File: config.mk
export PLATFORM = sky130hd
export DESIGN_NAME = cuart_status_fifo_timeout
export DESIGN_NICKNAME = d
export VERILOG_FILES = /design/src/hw/cuart_pkg.sv /design/src/hw/cuart_timeout_counter.sv /design/src/hw/cuart_status_fifo_timeout.sv
export SDC_FILE = /design/constraint.sdc
export NUM_CORES = 1
export LEC_CHECK = 0
export BUFFER_PORTS_ARGS = -buffer_cell sky130_fd_sc_hd__buf_2
export CAP_MARGIN = 10
export CORE_UTILIZATION = 42
export DETAILED_ROUTE_END_ITERATION = 7
export GPL_TIMING_DRIVEN = 0
export HOLD_SLACK_MARGIN = 0.1
export SYNTH_ARGS = -nofsm -noshare
export SYNTH_HDL_FRONTEND = slang
export SYNTH_SLANG_ARGS = --single-unit
File: constraint.sdc
create_clock -name i_clock -period 2.88 [get_ports i_clock]
set_input_delay 0.432 -clock i_clock [delete_from_list [all_inputs] [get_ports i_clock]]
set_output_delay 0.432 -clock i_clock [all_outputs]
set_load 0.005 [all_outputs]
File: src/hw/cuart_pkg.sv
// package: register map, field layout and timing constants of the card uart status block
package cuart_pkg;
	localparam logic [3:0] ADDR_TIMEOUT_CONFIG = 4'h8;
	localparam logic [3:0] ADDR_TIMEOUT_LOW    = 4'h9;
	localparam logic [3:0] ADDR_TIMEOUT_MID    = 4'hA;
	localparam logic [3:0] ADDR_TIMEOUT_HIGH   = 4'hB;
	localparam logic [3:0] ADDR_STATUS_CONTROL = 4'hC;
	localparam logic [3:0] ADDR_HOLDING        = 4'hD;

	localparam int BIT_CLOCK_SOURCE  = 7;
	localparam int BIT_FIFO_EMPTY    = 6;
	localparam int BIT_BLOCK_GUARD   = 5;
	localparam int BIT_CONTROL_READY = 4;
	localparam int BIT_CARD_B        = 3;
	localparam int BIT_CARD_A        = 2;
	localparam int BIT_AUX_IRQ       = 1;
	localparam int BIT_BUFFER_EVENT  = 0;

	localparam int FLD_RETRY_LSB     = 4;
	localparam int BIT_THRESHOLD_EN1 = 3;
	localparam int FLD_LENGTH_LSB    = 0;

	localparam logic [7:0] TIMEOUT_RESET = 8'h00;
	localparam logic [7:0] CONTROL_RESET = 8'h00;
	localparam logic [2:0] LENGTH_RESET  = 3'h7;
	localparam logic [7:0] SPLIT_16_8_MODE = 8'h01;

	localparam int CONTROL_READY_BUSY_CYCLES = 3;
	localparam int GUARD_ETU_T0     = 16;
	localparam int GUARD_ETU_T1     = 22;
	localparam int RETRY_ETU        = 15;
	localparam int FIFO_DEPTH_MAX   = 8;

	typedef struct packed {
		logic       clock_source_flag;
		logic       fifo_empty_flag;
		logic       block_guard_flag;
		logic       control_ready;
		logic       card_b_present;
		logic       card_a_present;
		logic       aux_irq_level;
		logic       buffer_event_flag;
	} cuart_status_t;

	typedef struct packed {
		logic [2:0] parity_retry_limit;
		logic       fifo_threshold_enable_1;
		logic [2:0] fifo_length_field;
	} cuart_fifo_ctl_t;

	typedef struct packed {
		logic       start_bit;
		logic       char_sent;
		logic       char_nak;
		logic       rx_char_done;
		logic       rx_parity_bad;
		logic       etu_tick;
		logic       frac_tick;
	} cuart_events_t;
endpackage

File: src/hw/cuart_timeout_counter.sv
// file: one loadable down counter of etu ticks used for the timeout chain
`timescale 1ns/10ps
module cuart_timeout_counter #(
	parameter int WIDTH = 8
) (
	input  wire logic             i_clock,
	input  wire logic             i_nrst,
	input  wire logic             i_load,
	input  wire logic [WIDTH-1:0] i_value,
	input  wire logic             i_tick,
	output logic                  o_terminal
);
	logic [WIDTH-1:0] count;

	always_ff @(posedge i_clock or negedge i_nrst) begin
		if (!i_nrst) begin
			count <= '0;
		end else if (i_load) begin
			count <= i_value;
		end else if (i_tick && count != '0) begin
			count <= count - 1'b1;
		end
	end

	always_ff @(posedge i_clock or negedge i_nrst) begin
		if (!i_nrst) begin
			o_terminal <= 1'b0;
		end else begin
			o_terminal <= i_tick && count == {{(WIDTH-1){1'b0}}, 1'b1} && !i_load;
		end
	end
endmodule

File: src/hw/cuart_status_fifo_timeout.sv
// file: status, receive fifo control, parity retry and timeout counters of the card uart
// Summary of operation
// - timeout registers form one 24-bit counter or separate 16-bit and 8-bit counters
// - timeout counters advance only while the card clock is active
// - low is 8-bit or 24-bit low byte; mid and high make upper parts
// - timeout registers are write-only, zero at power-up, kept through uart reset
// - clock source flag is 1 for internal oscillator, 0 for crystal clock
// - fifo empty flag is 1 exactly when the receive fifo holds nothing
// - block guard flag clears on start bit, sets at 16 or 22 etu
// - control ready low 3 cycles after holding read or write strobe
// - control ready low one to two prescaler fractions after timeout config write
// - busy timing only in asynchronous mode; synchronous mode holds ready at 1
// - live bits show card b presence, card a presence, aux interrupt pin level
// - buffer event sets on receive-to-transmit, character sent, or fifo full
// - no buffer event when the last character is sent with last-char flag set
// - buffer event clears on reset, tx write, fifo read, or transmit-to-receive
// - t=0 nak retransmits up to retry limit at 15 etu; then parity error
// - zero retry limit: no auto retry; host rewrite allowed after 13.5 etu
// - t=0 receive sets parity error after retry limit plus one errors
// - a correctly received character resets the parity error counter
// - t=1 sets parity error on every bad received character
// - fifo threshold active only when both enables are 1; enables read 0
// - receive fifo depth is the length field plus one
// - timeout config register selects the counting mode of all three counters
`timescale 1ns/10ps
module cuart_status_fifo_timeout #(
	parameter int FIFO_DEPTH = cuart_pkg::FIFO_DEPTH_MAX
) (
	input  wire logic                     i_clock,
	input  wire logic                     i_nrst,
	input  wire logic                     i_uart_reset_n,
	input  wire logic [3:0]               i_addr,
	input  wire logic [7:0]               i_wdata,
	input  wire logic                     i_wr_n,
	input  wire logic                     i_rd_n,
	input  wire logic                     i_cs_n,
	input  wire logic                     i_card_clock_active,
	input  wire logic                     i_internal_osc_sel,
	input  wire logic                     i_card_b_present,
	input  wire logic                     i_card_a_present,
	input  wire logic                     i_aux_irq_pin,
	input  wire logic                     i_sync_mode,
	input  wire logic                     i_protocol_t1,
	input  wire logic                     i_tx_mode,
	input  wire logic                     i_last_char_flag,
	input  wire logic                     i_fifo_threshold_enable_0,
	input  wire logic                     i_prescaler_select,
	input  wire logic [3:0]               i_fifo_count,
	input  wire cuart_pkg::cuart_events_t i_events,
	output logic [7:0]                    o_rdata,
	output logic [7:0]                    o_timeout_config,
	output logic [2:0]                    o_fifo_depth_minus1,
	output logic                          o_fifo_threshold_active,
	output logic                          o_fifo_full,
	output logic                          o_retransmit,
	output logic                          o_parity_error_set,
	output logic [2:0]                    o_timeout_hit
);
	import cuart_pkg::*;

	// ************************************************
	// pin synchronisers and strobe edges
	// ************************************************
	logic [1:0] wr_sync, rd_sync, cs_sync;
	logic [1:0] card_b_sync, card_a_sync, aux_sync, clkact_sync;
	logic       wr_q, rd_q, cs_q;
	logic [3:0] addr_hold;
	logic [7:0] wdata_hold;

	always_ff @(posedge i_clock or negedge i_nrst) begin
		if (!i_nrst) begin
			wr_sync     <= 2'h3;
			rd_sync     <= 2'h3;
			cs_sync     <= 2'h3;
			card_b_sync <= 2'h0;
			card_a_sync <= 2'h0;
			aux_sync    <= 2'h0;
			clkact_sync <= 2'h0;
			wr_q        <= 1'b1;
			rd_q        <= 1'b1;
			cs_q        <= 1'b1;
		end else begin
			wr_sync     <= {wr_sync[0], i_wr_n};
			rd_sync     <= {rd_sync[0], i_rd_n};
			cs_sync     <= {cs_sync[0], i_cs_n};
			card_b_sync <= {card_b_sync[0], i_card_b_present};
			card_a_sync <= {card_a_sync[0], i_card_a_present};
			aux_sync    <= {aux_sync[0], i_aux_irq_pin};
			clkact_sync <= {clkact_sync[0], i_card_clock_active};
			wr_q        <= wr_sync[1];
			rd_q        <= rd_sync[1];
			cs_q        <= cs_sync[1];
		end
	end

	// capture address and data while the synced strobe is low
	always_ff @(posedge i_clock or negedge i_nrst) begin
		if (!i_nrst) begin
			addr_hold  <= 4'h0;
			wdata_hold <= 8'h00;
		end else if (!cs_sync[1] && (!wr_sync[1] || !rd_sync[1])) begin
			addr_hold  <= i_addr;
			wdata_hold <= i_wdata;
		end
	end

	// an access ends on the rising edge of wr/rd or of cs, whichever comes first
	logic cs_rise, wr_end, rd_end;
	assign cs_rise = cs_sync[1] && !cs_q;
	assign wr_end  = (wr_sync[1] && !wr_q && !cs_q) || (cs_rise && !wr_q);
	assign rd_end  = (rd_sync[1] && !rd_q && !cs_q) || (cs_rise && !rd_q);

	logic wr_timeout_cfg, wr_low, wr_mid, wr_high, wr_ctl, wr_holding, rd_holding;
	assign wr_timeout_cfg = wr_end && addr_hold == ADDR_TIMEOUT_CONFIG && i_uart_reset_n;
	assign wr_low         = wr_end && addr_hold == ADDR_TIMEOUT_LOW;
	assign wr_mid         = wr_end && addr_hold == ADDR_TIMEOUT_MID;
	assign wr_high        = wr_end && addr_hold == ADDR_TIMEOUT_HIGH;
	assign wr_ctl         = wr_end && addr_hold == ADDR_STATUS_CONTROL;
	assign wr_holding     = wr_end && addr_hold == ADDR_HOLDING;
	assign rd_holding     = rd_end && addr_hold == ADDR_HOLDING;

	// ************************************************
	// timeout registers and counters
	// ************************************************
	logic [7:0] timeout_count_low, timeout_count_mid, timeout_count_high;

	// only the power-up reset clears these; uart reset leaves them alone
	always_ff @(posedge i_clock or negedge i_nrst) begin
		if (!i_nrst) begin
			timeout_count_low  <= TIMEOUT_RESET;
			timeout_count_mid  <= TIMEOUT_RESET;
			timeout_count_high <= TIMEOUT_RESET;
		end else begin
			if (wr_low) timeout_count_low <= wdata_hold;
			if (wr_mid) timeout_count_mid <= wdata_hold;
			if (wr_high) timeout_count_high <= wdata_hold;
		end
	end

	always_ff @(posedge i_clock or negedge i_nrst) begin
		if (!i_nrst) begin
			o_timeout_config <= TIMEOUT_RESET;
		end else if (!i_uart_reset_n) begin
			o_timeout_config <= TIMEOUT_RESET;
		end else if (wr_timeout_cfg) begin
			o_timeout_config <= wdata_hold;
		end
	end

	logic split_mode, tick_run, load_cfg, hit8, hit16, hit24;
	assign split_mode = o_timeout_config == SPLIT_16_8_MODE;
	assign tick_run   = i_events.etu_tick && clkact_sync[1];
	assign load_cfg   = wr_timeout_cfg;

	// one 24-bit chain or a 16-bit pair plus an 8-bit low counter
	cuart_timeout_counter #(.WIDTH(24)) u_count24 (
		.i_clock    (i_clock),
		.i_nrst     (i_nrst),
		.i_load     (load_cfg),
		.i_value    ({timeout_count_high, timeout_count_mid, timeout_count_low}),
		.i_tick     (tick_run && !split_mode),
		.o_terminal (hit24)
	);
	cuart_timeout_counter #(.WIDTH(16)) u_count16 (
		.i_clock    (i_clock),
		.i_nrst     (i_nrst),
		.i_load     (load_cfg),
		.i_value    ({timeout_count_high, timeout_count_mid}),
		.i_tick     (tick_run && split_mode),
		.o_terminal (hit16)
	);
	cuart_timeout_counter #(.WIDTH(8)) u_count8 (
		.i_clock    (i_clock),
		.i_nrst     (i_nrst),
		.i_load     (load_cfg),
		.i_value    (timeout_count_low),
		.i_tick     (tick_run && split_mode),
		.o_terminal (hit8)
	);
	assign o_timeout_hit = {hit24, hit16, hit8};

	// ************************************************
	// fifo and parity control register
	// ************************************************
	cuart_fifo_ctl_t fifo_ctl;

	always_ff @(posedge i_clock or negedge i_nrst) begin
		if (!i_nrst) begin
			fifo_ctl <= '{parity_retry_limit: 3'h0, fifo_threshold_enable_1: 1'b0,
				fifo_length_field: LENGTH_RESET};
		end else if (!i_uart_reset_n) begin
			fifo_ctl.fifo_threshold_enable_1 <= 1'b0;
		end else if (wr_ctl) begin
			fifo_ctl.parity_retry_limit      <= wdata_hold[FLD_RETRY_LSB +: 3];
			fifo_ctl.fifo_threshold_enable_1 <= wdata_hold[BIT_THRESHOLD_EN1];
			fifo_ctl.fifo_length_field       <= wdata_hold[FLD_LENGTH_LSB +: 3];
		end
	end

	assign o_fifo_depth_minus1 = fifo_ctl.fifo_length_field;
	assign o_fifo_threshold_active = fifo_ctl.fifo_threshold_enable_1
		&& i_fifo_threshold_enable_0;
	assign o_fifo_full = i_fifo_count == ({1'b0, fifo_ctl.fifo_length_field} + 4'h1);

	// ************************************************
	// parity error counting and retransmission
	// ************************************************
	logic [2:0] parity_count;
	logic [2:0] retry_count;
	logic [4:0] retry_etu;
	logic       retry_wait;

	always_ff @(posedge i_clock or negedge i_nrst) begin
		if (!i_nrst) begin
			parity_count       <= 3'h0;
			o_parity_error_set <= 1'b0;
		end else if (!i_uart_reset_n) begin
			parity_count       <= 3'h0;
			o_parity_error_set <= 1'b0;
		end else begin
			o_parity_error_set <= 1'b0;
			if (i_events.rx_char_done && !i_tx_mode) begin
				if (!i_events.rx_parity_bad) begin
					parity_count <= 3'h0;
				end else if (i_protocol_t1) begin
					o_parity_error_set <= 1'b1;
				end else if (parity_count == fifo_ctl.parity_retry_limit) begin
					parity_count       <= 3'h0;
					o_parity_error_set <= 1'b1;
				end else begin
					parity_count <= parity_count + 3'h1;
				end
			end
			if (i_events.char_nak && i_tx_mode && !i_protocol_t1
				&& retry_count == fifo_ctl.parity_retry_limit) begin
				o_parity_error_set <= 1'b1;
			end
		end
	end

	// retries are timed from the start bit of the nak'd character
	always_ff @(posedge i_clock or negedge i_nrst) begin
		if (!i_nrst) begin
			retry_count  <= 3'h0;
			retry_etu    <= 5'h00;
			retry_wait   <= 1'b0;
			o_retransmit <= 1'b0;
		end else if (!i_uart_reset_n || !i_tx_mode || i_protocol_t1) begin
			retry_count  <= 3'h0;
			retry_wait   <= 1'b0;
			o_retransmit <= 1'b0;
		end else begin
			o_retransmit <= 1'b0;
			if (i_events.start_bit) begin
				retry_etu <= 5'h00;
			end else if (i_events.etu_tick && retry_etu != 5'h1F) begin
				retry_etu <= retry_etu + 5'h01;
			end
			if (i_events.char_sent) begin
				retry_count <= 3'h0;
			end else if (i_events.char_nak) begin
				// a zero limit never retries: the host rewrites instead
				retry_wait <= retry_count != fifo_ctl.parity_retry_limit;
				if (retry_count == fifo_ctl.parity_retry_limit) retry_count <= 3'h0;
			end else if (retry_wait && retry_etu == 5'(RETRY_ETU)) begin
				retry_wait   <= 1'b0;
				retry_count  <= retry_count + 3'h1;
				o_retransmit <= 1'b1;
			end
		end
	end

	// ************************************************
	// block guard timer
	// ************************************************
	logic [4:0] guard_etu;
	logic       block_guard_flag;
	logic [4:0] guard_terminal;
	assign guard_terminal = i_protocol_t1 ? 5'(GUARD_ETU_T1) : 5'(GUARD_ETU_T0);

	always_ff @(posedge i_clock or negedge i_nrst) begin
		if (!i_nrst) begin
			guard_etu        <= 5'h00;
			block_guard_flag <= 1'b0;
		end else if (i_events.start_bit) begin
			guard_etu        <= 5'h00;
			block_guard_flag <= 1'b0;
		end else if (!block_guard_flag && i_events.etu_tick) begin
			guard_etu <= guard_etu + 5'h01;
			if (guard_etu + 5'h01 == guard_terminal) block_guard_flag <= 1'b1;
		end
	end

	// ************************************************
	// control ready busy timing
	// ************************************************
	logic [1:0] busy_cycles;
	logic [1:0] busy_fracs;
	logic       control_ready;

	// config write waits for the next fraction tick plus one more, giving 1 to 2
	always_ff @(posedge i_clock or negedge i_nrst) begin
		if (!i_nrst) begin
			busy_cycles <= 2'h0;
			busy_fracs  <= 2'h0;
		end else begin
			if (wr_holding || rd_holding) begin
				busy_cycles <= 2'(CONTROL_READY_BUSY_CYCLES);
			end else if (busy_cycles != 2'h0) begin
				busy_cycles <= busy_cycles - 2'h1;
			end
			if (wr_timeout_cfg) begin
				busy_fracs <= 2'h2;
			end else if (busy_fracs != 2'h0 && i_events.frac_tick) begin
				busy_fracs <= busy_fracs - 2'h1;
			end
		end
	end

	assign control_ready = i_sync_mode
		|| (busy_cycles == 2'h0 && busy_fracs == 2'h0);

	// ************************************************
	// buffer event flag
	// ************************************************
	logic buffer_event_flag, tx_mode_q, full_q;
	logic be_set, be_clr;
	assign be_set = (i_tx_mode && !tx_mode_q)
		|| (i_events.char_sent && !i_last_char_flag)
		|| (o_fifo_full && !full_q);
	assign be_clr = (wr_holding && i_tx_mode) || (rd_holding && !i_tx_mode)
		|| (!i_tx_mode && tx_mode_q);

	// a set event in the same cycle as a clear wins; a uart reset in that cycle beats the set
	always_ff @(posedge i_clock or negedge i_nrst) begin
		if (!i_nrst) begin
			buffer_event_flag <= 1'b0;
			tx_mode_q         <= 1'b0;
			full_q            <= 1'b0;
		end else begin
			tx_mode_q <= i_tx_mode;
			full_q    <= o_fifo_full;
			if (!i_uart_reset_n) begin
				buffer_event_flag <= 1'b0;
			end else if (be_set) begin
				buffer_event_flag <= 1'b1;
			end else if (be_clr) begin
				buffer_event_flag <= 1'b0;
			end
		end
	end

	// ************************************************
	// status read
	// ************************************************
	cuart_status_t status;
	assign status = '{
		clock_source_flag: i_internal_osc_sel,
		fifo_empty_flag:   i_fifo_count == 4'h0,
		block_guard_flag:  block_guard_flag,
		control_ready:     control_ready,
		card_b_present:    card_b_sync[1],
		card_a_present:    card_a_sync[1],
		aux_irq_level:     aux_sync[1],
		buffer_event_flag: buffer_event_flag
	};

	// write-only registers and unmapped offsets read as zero
	always_ff @(posedge i_clock or negedge i_nrst) begin
		if (!i_nrst) begin
			o_rdata <= 8'h00;
		end else if (!rd_sync[1] && !cs_sync[1] && addr_hold == ADDR_STATUS_CONTROL) begin
			o_rdata <= status;
		end else begin
			o_rdata <= 8'h00;
		end
	end
endmodule

==> out/qor.yml, run 1 <==
timing:
  setup_tns_ns: 0
  finalMaxSlewViolations: 0
  worst_clock_skew_ns: 0.00776
  hold_violations: 0
  finalWorstSetupSlack_ns: 0.116
  setup_viol: 0
  timing.final.crit_share_pct: 96.0
  final_period_minus_worst_setup_slack_ns: 2.76
  worstMarginPinSlew_ns: 1.02
  grt_setup_unrepaired: "no"
  achievable-frequency_mhz: 362
  max_slew_margin_pct: 31.5
grt:
  grt_pass1_wl_mm: 27.7
  overflow: 0
  met1_usage_pct: 26.7
  grt_util_met3_pct: 3.23
  via_count_of_the_first_global_routing_pass: 5466
  grt-busiest-layer: "met2"
  initial_antenna_violation_count: 0
  globalRouteMet2Util_pct: 33.0
  maximum_number_of_pins_on_one_net_before_global_route_repair: 82
  globalRouteTotalUtil_pct: 20.0
cells_and_area:
  instances_no_fill: 984
  layout_common_cells: "sky130_fd_sc_hd__dfrtp_1 (142), sky130_fd_sc_hd__buf_2 (65), sky130_fd_sc_hd__nor2_1 (53)"
  layout_commonest_cell: "sky130_fd_sc_hd__dfrtp_1"
  final_core_utilization_pct: 51.3
  design.final.nets: 808
  n_antenna_cell: 0
  area.growth.synth_to_final_pct: 18.1
  final_layout_size_suffix_gt1_share_pct: 22.4
  fillers: 1518
drt:
  drt_initial_violations: 260
  vias: 5450
  post-route-drc-count: 0
  via_per_inst: 5.54
  wl_per_cell_um: 17.1
  routed_wl_mm: 16.8
  pre_repair_dr_iteration_count: 4
  route.antenna.remaining_nets: 0
synthesis:
  synth-seq-area-share_pct: 53.1
  async_flop_share_pct: 100
  number_of_flops_mapped_to_enable_cells_by_yosys: 0
  synth_top_area_cell: "sky130_fd_sc_hd__dfrtp_1"
  ys_top_cells_by_area: "sky130_fd_sc_hd__dfrtp_1 (49%), sky130_fd_sc_hd__mux2_2 (6.7%), sky130_fd_sc_hd__dfstp_2 (4.3%)"
  post_synth.cell_area_avg_sq_um: 11.0
  synth.cell_area_sq_um: 7280
  synth.distinct_cells: 58
  postSynthNetCount: 721
  synth_largest_type_area_fraction_pct: 48.8
  ys_seq_elements: 154
  number_of_warnings_printed_during_yosys_synthesis: 0
  synth_ff_type: "sky130_fd_sc_hd__dfrtp_1"
  syn-instance-count: 664
status:
  status: "finished clean"
clocking:
  clk-insertion-delay-late_ns: 0.42
  numClockSinks: 154
  clkSlewWorstSetupHoldPaths_ns: 0.06
  clock_tree.buffer_depth: 2
  cts_root_buffer: "sky130_fd_sc_hd__clkbuf_16"
  post_cts_buffers: 0
  total_clock_buffers_created_by_cts: 17
  clock_tree_from_tritoncts: "yes"
  ctsHtreeMaxLevel: 4
place:
  pre_cts_slack_ns: -0.00208
  finalWeightedCongestion: 0.827
  dpl.hpwl_mm: 12.1
  placed_cells: 949
  buffer_ports.inserted: 63
worst_hold_path:
  worstHoldPathCells: 1
  worstHoldEndpoint: "card_a_sync[0]"
  worstHoldPathType: "input port to register"
  worst_hold_startpoint: "i_card_a_present"
critical_path:
  worstPathBufferInverterCount: 3
  worst-r2r-cell-count: 8
  startpoint_type_of_the_worst_setup_path: "register"
  critPathRequiredTime_ns: 3.15
  reg2reg_setup_slack_ns: 0.12
  cpLargestDelayFamily: "simple AND/OR/NAND/NOR gates"
  worst-setup-path-type: "register to register"
  critical_path.reg2reg.endpoint: "u_count24.count[3]"
  path_cells: "or4_1, buf_2, or4_4, buf_6, clkbuf_1, o211ai_1, xor2_1, a21oi_1"
  critPathArrivalTime_ns: 3.03
  worstSetupEndpointType: "register"
  rr_startpoint: "u_count24.count[8]"
  critical_path.max_stage_delay_ns: 0.52
  worst_path_max_delay_cell: "sky130_fd_sc_hd__or4_4"
  critPathMaxFanout: 10
floorplan:
  floorplan_core_area_sq_um: 16800
  die_width_um: 134
  fp.dieArea_sq_um: 17900
  vertical_extent_of_the_die_um: 134
  floorplan.initialDensity_pct: 43.4
  core.rowCount: 47
  io_pins: 66
run:
  cap_viol_max_count: 0
power_and_ir_drop:
  power_density_nw_per_um2: 818
  leakagePower_nw: 3.86
  power.total_mw: 7.04
  vdd_drop_max_mv: 0.442
## worst reg2reg max path, stage by stage, from the launching register on
cell                       delay (ns)
sky130_fd_sc_hd__dfrtp_1         0.40
sky130_fd_sc_hd__or4_1           0.50
sky130_fd_sc_hd__buf_2           0.18
sky130_fd_sc_hd__or4_4           0.52
sky130_fd_sc_hd__buf_6           0.15
sky130_fd_sc_hd__clkbuf_1        0.26
sky130_fd_sc_hd__o211ai_1        0.32
sky130_fd_sc_hd__xor2_1          0.20
sky130_fd_sc_hd__a21oi_1         0.09
## per-layer routing
| metal | part of all wire [%] | vias to the layer above | wire, um |
|---|---|---|---|
| met5 | 0 | - | 0 |
| met4 | 1.2 | 0 | 206 |
| met3 | 4.2 | 16 | 702 |
| met2 | 48 | 130 | 8030 |
| met1 | 47 | 2717 | 7890 |
| li1 | - | 2587 | - |
## cells by family (layout without fill, tap and decap cells)
family	after synthesis	after routing	synth area share (%)
AND/OR/NAND/NOR	223	223	16.9
flip-flops	154	154	53.1
AO/OA/AOI/OAI	124	124	10.5
multiplexers	55	55	8.30
buffers and inverters	46	146	2.82
XOR/XNOR	45	45	5.41
adder cells (fa/ha/maj)	17	17	2.92
## flip-flops by register name (all words and copies together), names as in the netlist, 3 cells and up
register             flops
addr_hold                4
fifo_ctl                 4
guard_etu                5
o_fifo_depth_minus1      3
o_rdata                  8
o_timeout_config         8
parity_count             3
retry_count              3
retry_etu                5
timeout_count_high       8
timeout_count_low        8
timeout_count_mid        8
u_count16.count         16
u_count24.count         24
u_count8.count           8
wdata_hold               8
## worst max-delay path by stage
stage	to	cells after the start	from
after floorplan	u_count24.count[18]	7	u_count24.count[9]
after global placement	wdata_hold[3]	1	i_nrst
after detailed placement	u_count16.count[9]	7	o_timeout_config[5]
after CTS	u_count16.count[11]	7	addr_hold[1]
after global routing	u_count24.count[3]	8	u_count24.count[9]
final	u_count24.count[3]	8	u_count24.count[8]
## cell type report
| cell class | count | area (sq um) | share of cell area (%) |
|---|---|---|---|
| Buffer | 28 | 139 | 1.61 |
| Multi-Input combinational cell | 464 | 3220 | 37.4 |
| Timing Repair Buffer | 68 | 384 | 4.47 |
| Clock inverter | 9 | 160 | 1.86 |
| Tap cell | 220 | 275 | 3.20 |
| Sequential cell | 154 | 3870 | 45.0 |
| Inverter | 18 | 67.6 | 0.785 |
| Clock buffer | 23 | 488 | 5.67 |
## Yosys cell counts, types with 5 or more instances
master and count:
sky130_fd_sc_hd__o211ai_1 12, sky130_fd_sc_hd__o21ai_0 23, sky130_fd_sc_hd__xnor2_1 11, sky130_fd_sc_hd__buf_4 6
sky130_fd_sc_hd__nor2b_1 15, sky130_fd_sc_hd__nor2_1 53, sky130_fd_sc_hd__o31ai_1 7, sky130_fd_sc_hd__and2_1 10
sky130_fd_sc_hd__nand2b_1 5, sky130_fd_sc_hd__mux2i_1 12, sky130_fd_sc_hd__a31oi_1 18, sky130_fd_sc_hd__or4_1 13
sky130_fd_sc_hd__nand3_1 15, sky130_fd_sc_hd__a21oi_1 35, sky130_fd_sc_hd__or3_1 16, sky130_fd_sc_hd__ha_1 17
sky130_fd_sc_hd__xor2_1 34, sky130_fd_sc_hd__nor4_1 11, sky130_fd_sc_hd__nand4_1 12, sky130_fd_sc_hd__inv_1 18
sky130_fd_sc_hd__clkbuf_1 18, sky130_fd_sc_hd__mux2_2 43, sky130_fd_sc_hd__dfrtp_1 142, sky130_fd_sc_hd__o21ai_1 6
sky130_fd_sc_hd__nand2_1 29, sky130_fd_sc_hd__dfstp_2 12, sky130_fd_sc_hd__nand3b_1 6, sky130_fd_sc_hd__nor3_1 18
## what timing repair did
item,in CTS,in global routing
gates resized for setup,1,1
setup endpoints to repair,2,49
endpoints found under the hold margin,75,0
pin swaps,0,0
hold buffers,3,0
## per-stage QoR
| step | area [sq um] | hold WS [ns] |
|---|---|---|
| 3_5_place_dp | 7920 | 0.335 |
| 5_1_grt | 8600 | 0.106 |
| 2_1_floorplan | 7280 | 0.136 |
| 6_report | 8600 | 0.119 |
| 4_1_cts | 8600 | 0.102 |
| 3_3_place_gp | 7870 | 0.338 |
## report_power, final
group / internal, mW / total, mW / switching [mW]
clock network: 1.55 / 2.41 / 0.866
logic: 0.723 / 1.48 / 0.754
registers: 2.67 / 3.15 / 0.473
total: 4.95 / 7.04 / 2.09
Power figures use the tool's default switching activity.
==> run 2: changes to the inputs <==
--- a/config.mk
+++ b/config.mk
@@ -6,11 +6,12 @@
 export NUM_CORES = 1
 export LEC_CHECK = 0
 export BUFFER_PORTS_ARGS = -buffer_cell sky130_fd_sc_hd__buf_2
-export CAP_MARGIN = 10
+export CAP_MARGIN = 20
 export CORE_UTILIZATION = 42
 export DETAILED_ROUTE_END_ITERATION = 7
 export GPL_TIMING_DRIVEN = 0
 export HOLD_SLACK_MARGIN = 0.1
+export REMOVE_ABC_BUFFERS = 1
 export SYNTH_ARGS = -nofsm -noshare
 export SYNTH_HDL_FRONTEND = slang
 export SYNTH_SLANG_ARGS = --single-unit
==> run 2 against run 1 <==
Sequential power is essentially flat. First-iteration DRC count shrank 15%. Routed wire length shrank 1.6%. Via count shrank 2.4%. Total power shrank 1.8%. Critical path depth shrank 3. Clock skew grew 0.00067 ns. Cell area shrank 0.87%. Global-route usage shrank 0.51 points. Final cell count shrank 1.9%. Worst setup slack gained 0.090 ns. Die area is the same.
==> out/qor.yml, run 2 (synthesized netlist as in run 1, its figures left out) <==
clocking:
  clock_tree.buffer_depth: 2
  numClockSinks: 154
  clk-insertion-delay-late_ns: 0.42
  ctsHtreeMaxLevel: 4
  clkSlewWorstSetupHoldPaths_ns: 0.06
  total_clock_buffers_created_by_cts: 17
  clock_tree_from_tritoncts: "yes"
  cts_root_buffer: "sky130_fd_sc_hd__clkbuf_16"
place:
  dpl.hpwl_mm: 11.8
  finalWeightedCongestion: 0.812
  buffer_ports.inserted: 64
run:
  cap_viol_max_count: 0
drt:
  via_per_inst: 5.51
  pre_repair_dr_iteration_count: 5
  post-route-drc-count: 0
  route.antenna.remaining_nets: 0
  drt_met1_wl_mm: 7.20
  vias: 5320
  routed-wl-met2_mm: 8.31
  wl_per_cell_um: 17.2
  met3RoutedLength_um: 795
  routed.top_layer: "met4"
  drt_initial_violations: 220
  routed_wl_mm: 16.6
grt:
  grt_pass1_wl_mm: 26.9
  overflow: 0
  via_count_of_the_first_global_routing_pass: 5357
  globalRouteTotalUtil_pct: 19.5
  initial_antenna_violation_count: 0
  maximum_number_of_pins_on_one_net_before_global_route_repair: 83
critical_path:
  critPathMaxFanout: 16
  path_cells: "nor4_2, and3b_2, o211ai_1, or4_1, a31oi_1"
  worstSetupEndpointType: "register"
  critical_path.max_stage_delay_ns: 0.65
  worst_path_max_delay_cell: "sky130_fd_sc_hd__nor4_2"
  critPathRequiredTime_ns: 3.22
  startpoint_type_of_the_worst_setup_path: "register"
  worst-setup-path-type: "register to register"
  critPathArrivalTime_ns: 3.01
timing:
  setup_viol: 0
  hold_violations: 0
  worst_clock_skew_ns: 0.00844
  max_slew_margin_pct: 40.2
  final_period_minus_worst_setup_slack_ns: 2.67
  worstMarginPinSlew_ns: 0.889
  timing.final.crit_share_pct: 92.9
  achievable-frequency_mhz: 374
  grt_setup_unrepaired: "no"
  holdWs_ns: 0.121
  finalMaxSlewViolations: 0
floorplan:
  core.rowCount: 47
  fp.dieArea_sq_um: 17900
  floorplan_core_area_sq_um: 16800
  vertical_extent_of_the_die_um: 134
  die_width_um: 134
  floorplan.initialDensity_pct: 43.4
  io_pins: 66
worst_hold_path:
  worstHoldPathType: "input port to register"
cells_and_area:
  area_of_the_multi_input_gates_sq_um: 3240
  max_ffs_per_register: 24
  largest-register: "u_count24.count"
  biggestRegsByFlops: "u_count24.count x24, u_count16.count x16"
  layout_common_cells: "sky130_fd_sc_hd__dfrtp_1 (142), sky130_fd_sc_hd__buf_2 (64), sky130_fd_sc_hd__nor2_1 (53)"
  n_antenna_cell: 0
  fillers: 1525
  final_layout_size_suffix_gt1_share_pct: 23.2
  layout_commonest_cell: "sky130_fd_sc_hd__dfrtp_1"
  area.growth.synth_to_final_pct: 17.1
  area.sequential_sq_um: 3870
  design.final.nets: 789
status:
  status: "finished clean"
power_and_ir_drop:
  power_density_nw_per_um2: 811
  leakagePower_nw: 3.81
  power.total_mw: 6.92
  vdd_drop_max_mv: 0.459
-- run 2: cell count changes in the layout (fill, tap and decap cells not counted), moves of 2 or more --
cell	previous run	this run
sky130_fd_sc_hd__clkinvlp_4	3	6
sky130_fd_sc_hd__clkinv_4	1	3
sky130_fd_sc_hd__clkbuf_8	4	1
sky130_fd_sc_hd__clkbuf_1	20	1
-- run 2: path summary, 6_finish.rpt --
path	start	slack (ns)	depth (start not counted)	end
worst max-delay path	o_timeout_config[5]	0.21	5	u_count16.count[4]
worst max register to register	o_timeout_config[5]	0.21	5	u_count16.count[4]
worst min-delay path	i_card_b_present	0.12	1	card_b_sync[0]
worst min register to register	card_b_sync[0]	0.35	0	card_b_sync[1]
min in group asynchronous	i_nrst	0.58	2	u_count8.o_terminal
max in group asynchronous	i_nrst	1.45	3	o_fifo_depth_minus1[2]
-- run 2: cell type report --
cell class                      instances  share of cell area (%)
Clock buffer                           19                    5.19
Inverter                               18                   0.792
Clock inverter                         13                    2.00
Multi-Input combinational cell        464                    38.0
Sequential cell                       154                    45.4
Timing Repair Buffer                   77                    5.44
Tap cell                              220                    3.23
-- run 2: routing by layer --
| layer | track usage, % | vias to the layer above |
|---|---|---|
| met1 | 24.3 | 2642 |
| met3 | 4.95 | 22 |
| li1 | - | 2541 |
| met4 | 6.57 | 0 |
| met2 | 33.0 | 115 |
| met5 | 0 | - |
-- run 2: repair_timing --
action / 4_1_cts / 5_1_grt
hold endpoints to repair: 65 / 1
pin swaps: 0 / 1
hold buffers: 3 / 1
setup buffers: 0 / 4
gates resized for setup: 3 / 1
setup endpoints to repair: 8 / 16
-- run 2: power breakdown --
| part | internal [mW] | switching (mW) | leakage [nW] |
|---|---|---|---|
| sequential | 2.67 | 0.508 | 1.94 |
| combinational | 0.717 | 0.743 | 1.58 |
| clock | 1.39 | 0.883 | 0.278 |
| total | 4.78 | 2.13 | 3.81 |
-- run 2: through the flow --
stage               setup WS, ns  instances  util [%]  cell area (sq um)  setup TNS [ns]
detailed placement        -0.346        924      46.6               7810           -1.51
global placement           -2.77        920      46.2               7740         -252.89
global route              0.0429        965      50.9               8530               0
finish                     0.206        965      50.9               8530               0
CTS                        0.112        959      50.5               8470               0
floorplan                  -1.11        636         -               7140          -53.38
-- run 2: critical path: cells and delay by family (launching register included) --
kind	cells	cell delay, ns
AO/OA/AOI/OAI	2	0.51
flip-flops	1	0.40
AND/OR/NAND/NOR	3	1.67
==> run 3: changes to the inputs <==
--- a/config.mk
+++ b/config.mk
@@ -7,10 +7,14 @@
 export LEC_CHECK = 0
 export BUFFER_PORTS_ARGS = -buffer_cell sky130_fd_sc_hd__buf_2
 export CAP_MARGIN = 20
-export CORE_UTILIZATION = 42
+export CELL_PAD_IN_SITES_DETAIL_PLACEMENT = 2
+export CELL_PAD_IN_SITES_GLOBAL_PLACEMENT = 2
+export CORE_MARGIN = 4
+export CORE_UTILIZATION = 39
 export DETAILED_ROUTE_END_ITERATION = 7
 export GPL_TIMING_DRIVEN = 0
 export HOLD_SLACK_MARGIN = 0.1
+export PLACE_DENSITY_LB_ADDON = 0.1
 export REMOVE_ABC_BUFFERS = 1
 export SYNTH_ARGS = -nofsm -noshare
 export SYNTH_HDL_FRONTEND = slang
==> run 3 against run 2 <==
Routed wire length up 23%. First-iteration DRC count down 22%. Clock skew up 0.0033 ns. Maximum frequency down 1.8%. Largest cell class unchanged. Largest power group unchanged. Highest routed layer unchanged.
==> out/qor.yml, run 3 (synthesized netlist as in run 1, its figures left out) <==
drt:
  via_per_inst: 5.59
  route.antenna.remaining_nets: 0
  wl_per_cell_um: 20.8
  vias: 5488
  drt_initial_violations: 171
  post-route-drc-count: 0
  routed_wl_mm: 20.4
  pre_repair_dr_iteration_count: 4
grt:
  maximum_number_of_pins_on_one_net_before_global_route_repair: 81
  globalRouteTotalUtil_pct: 20.6
  grt_pass1_wl_mm: 33.4
  overflow: 0
  via_count_of_the_first_global_routing_pass: 6090
  initial_antenna_violation_count: 0
power_and_ir_drop:
  power_density_nw_per_um2: 812
  vdd_drop_max_mv: 0.376
  leakagePower_nw: 3.86
timing:
  worst_clock_skew_ns: 0.0118
  timing.final.crit_share_pct: 94.5
  finalMaxSlewViolations: 0
  achievable-frequency_mhz: 367
  worstMarginPinSlew_ns: 1.03
  final_period_minus_worst_setup_slack_ns: 2.72
  setup_viol: 0
  hold_violations: 0
  max_slew_margin_pct: 30.4
cells_and_area:
  design.final.nets: 796
  max_ffs_per_register: 24
  biggestRegsByFlops: "u_count24.count x24, u_count16.count x16"
  area_of_the_multi_input_gates_sq_um: 3240
  instances_no_fill: 981
  area.sequential_sq_um: 3870
  fillers: 1884
  final_core_utilization_pct: 47.3
  largest-register: "u_count24.count"
  n_antenna_cell: 0
  layout_common_cells: "sky130_fd_sc_hd__dfrtp_1 (142), sky130_fd_sc_hd__buf_2 (65), sky130_fd_sc_hd__nor2_1 (53)"
  layout_commonest_cell: "sky130_fd_sc_hd__dfrtp_1"
  area.growth.synth_to_final_pct: 17.9
  final_layout_size_suffix_gt1_share_pct: 23.4
critical_path:
  startpoint_type_of_the_worst_setup_path: "register"
  critPathArrivalTime_ns: 3.01
  critPathRequiredTime_ns: 3.17
  critical_path.reg2reg.endpoint: "u_count24.count[19]"
  worst-r2r-cell-count: 5
  reg2reg_setup_slack_ns: 0.16
  worstSetupEndpointType: "register"
  rr_startpoint: "u_count24.count[8]"
  critPathMaxFanout: 15
  worst-setup-path-type: "register to register"
floorplan:
  floorplan.initialDensity_pct: 40.1
  vertical_extent_of_the_die_um: 145
  core.rowCount: 49
  floorplan_core_area_sq_um: 18100
  io_pins: 66
  fp.dieArea_sq_um: 20900
  die_width_um: 145
clocking:
  clock_tree.buffer_depth: 2
  clkSlewWorstSetupHoldPaths_ns: 0.07
  clk-insertion-delay-late_ns: 0.43
  clock_tree_from_tritoncts: "yes"
  total_clock_buffers_created_by_cts: 17
  cts_root_buffer: "sky130_fd_sc_hd__clkbuf_16"
  ctsHtreeMaxLevel: 4
  numClockSinks: 154
place:
  finalWeightedCongestion: 0.772
  dpl.hpwl_mm: 14.4
  buffer_ports.inserted: 64
  placed_cells: 935
worst_hold_path:
  worstHoldPathType: "input port to register"
  worstHoldEndpoint: "tx_mode_q"
  worst_hold_startpoint: "i_tx_mode"
  worstHoldPathCells: 1
run:
  cap_viol_max_count: 0
status:
  status: "finished clean"
-- run 3: where the power goes --
part,internal [mW],total [mW],switching (mW)
combinational,0.726,1.54,0.812
clock,1.17,2.23,1.06
sequential,2.67,3.21,0.534
total,4.57,6.97,2.40
-- run 3: what timing repair did --
action	4_1_cts	5_1_grt
setup buffers	4	2
resized for setup	3	1
endpoints found under the hold margin	64	1
pin swaps	1	1
hold buffers	7	1
gates cloned	0	0
setup endpoints to repair	29	32
-- run 3: layout make-up --
class / instances / area share, %
Inverter: 18 / 0.787
Sequential cell: 154 / 45.1
Clock buffer: 17 / 4.95
Multi-Input combinational cell: 464 / 37.7
Tap cell: 229 / 3.34
Timing Repair Buffer: 84 / 6.15
Clock inverter: 15 / 2.03
-- run 3: worst max-delay path, cell delays in order (launching register included) --
cell,delay (ns)
sky130_fd_sc_hd__dfrtp_1,0.41
sky130_fd_sc_hd__or4_1,0.69
sky130_fd_sc_hd__or4_4,0.70
sky130_fd_sc_hd__o211ai_1,0.51
sky130_fd_sc_hd__or4_1,0.20
sky130_fd_sc_hd__a31oi_1,0.08
-- run 3: worst max path at each step --
stage	start	endpoint	cells past startpoint
floorplan	addr_hold[1]	u_count24.count[19]	5
global placement	addr_hold[1]	u_count16.count[7]	5
detailed placement	o_timeout_config[5]	u_count16.count[4]	5
CTS	addr_hold[1]	u_count16.count[7]	7
global route	o_timeout_config[5]	u_count16.count[4]	6
finish	u_count24.count[8]	u_count24.count[19]	5
-- run 3: metal layers --
layer | vias to the layer above | wire length, um | global-route usage (%)
li1 | 2547 | - | -
met5 | - | 0 | 0
met2 | 99 | 10300 | 35.7
met3 | 16 | 686 | 4.03
met4 | 0 | 308 | 5.40
met1 | 2826 | 9120 | 26.4
-- run 3: metrics by stage --
step                      setup slack [ns]  TNS [ns]  cell area (sq um)  power [mW]  hold slack, ns
after global placement               -2.98   -268.87               7750        4.57           0.334
after global routing              -0.00136  -0.00136               8590        7.43           0.168
final                                0.157         0               8590        6.97           0.181
after floorplan                      -1.11    -53.38               7140        4.15           0.136
after detailed placement            -0.473     -2.51               7840        4.76           0.340
after CTS                           0.0185         0               8560        7.05           0.105
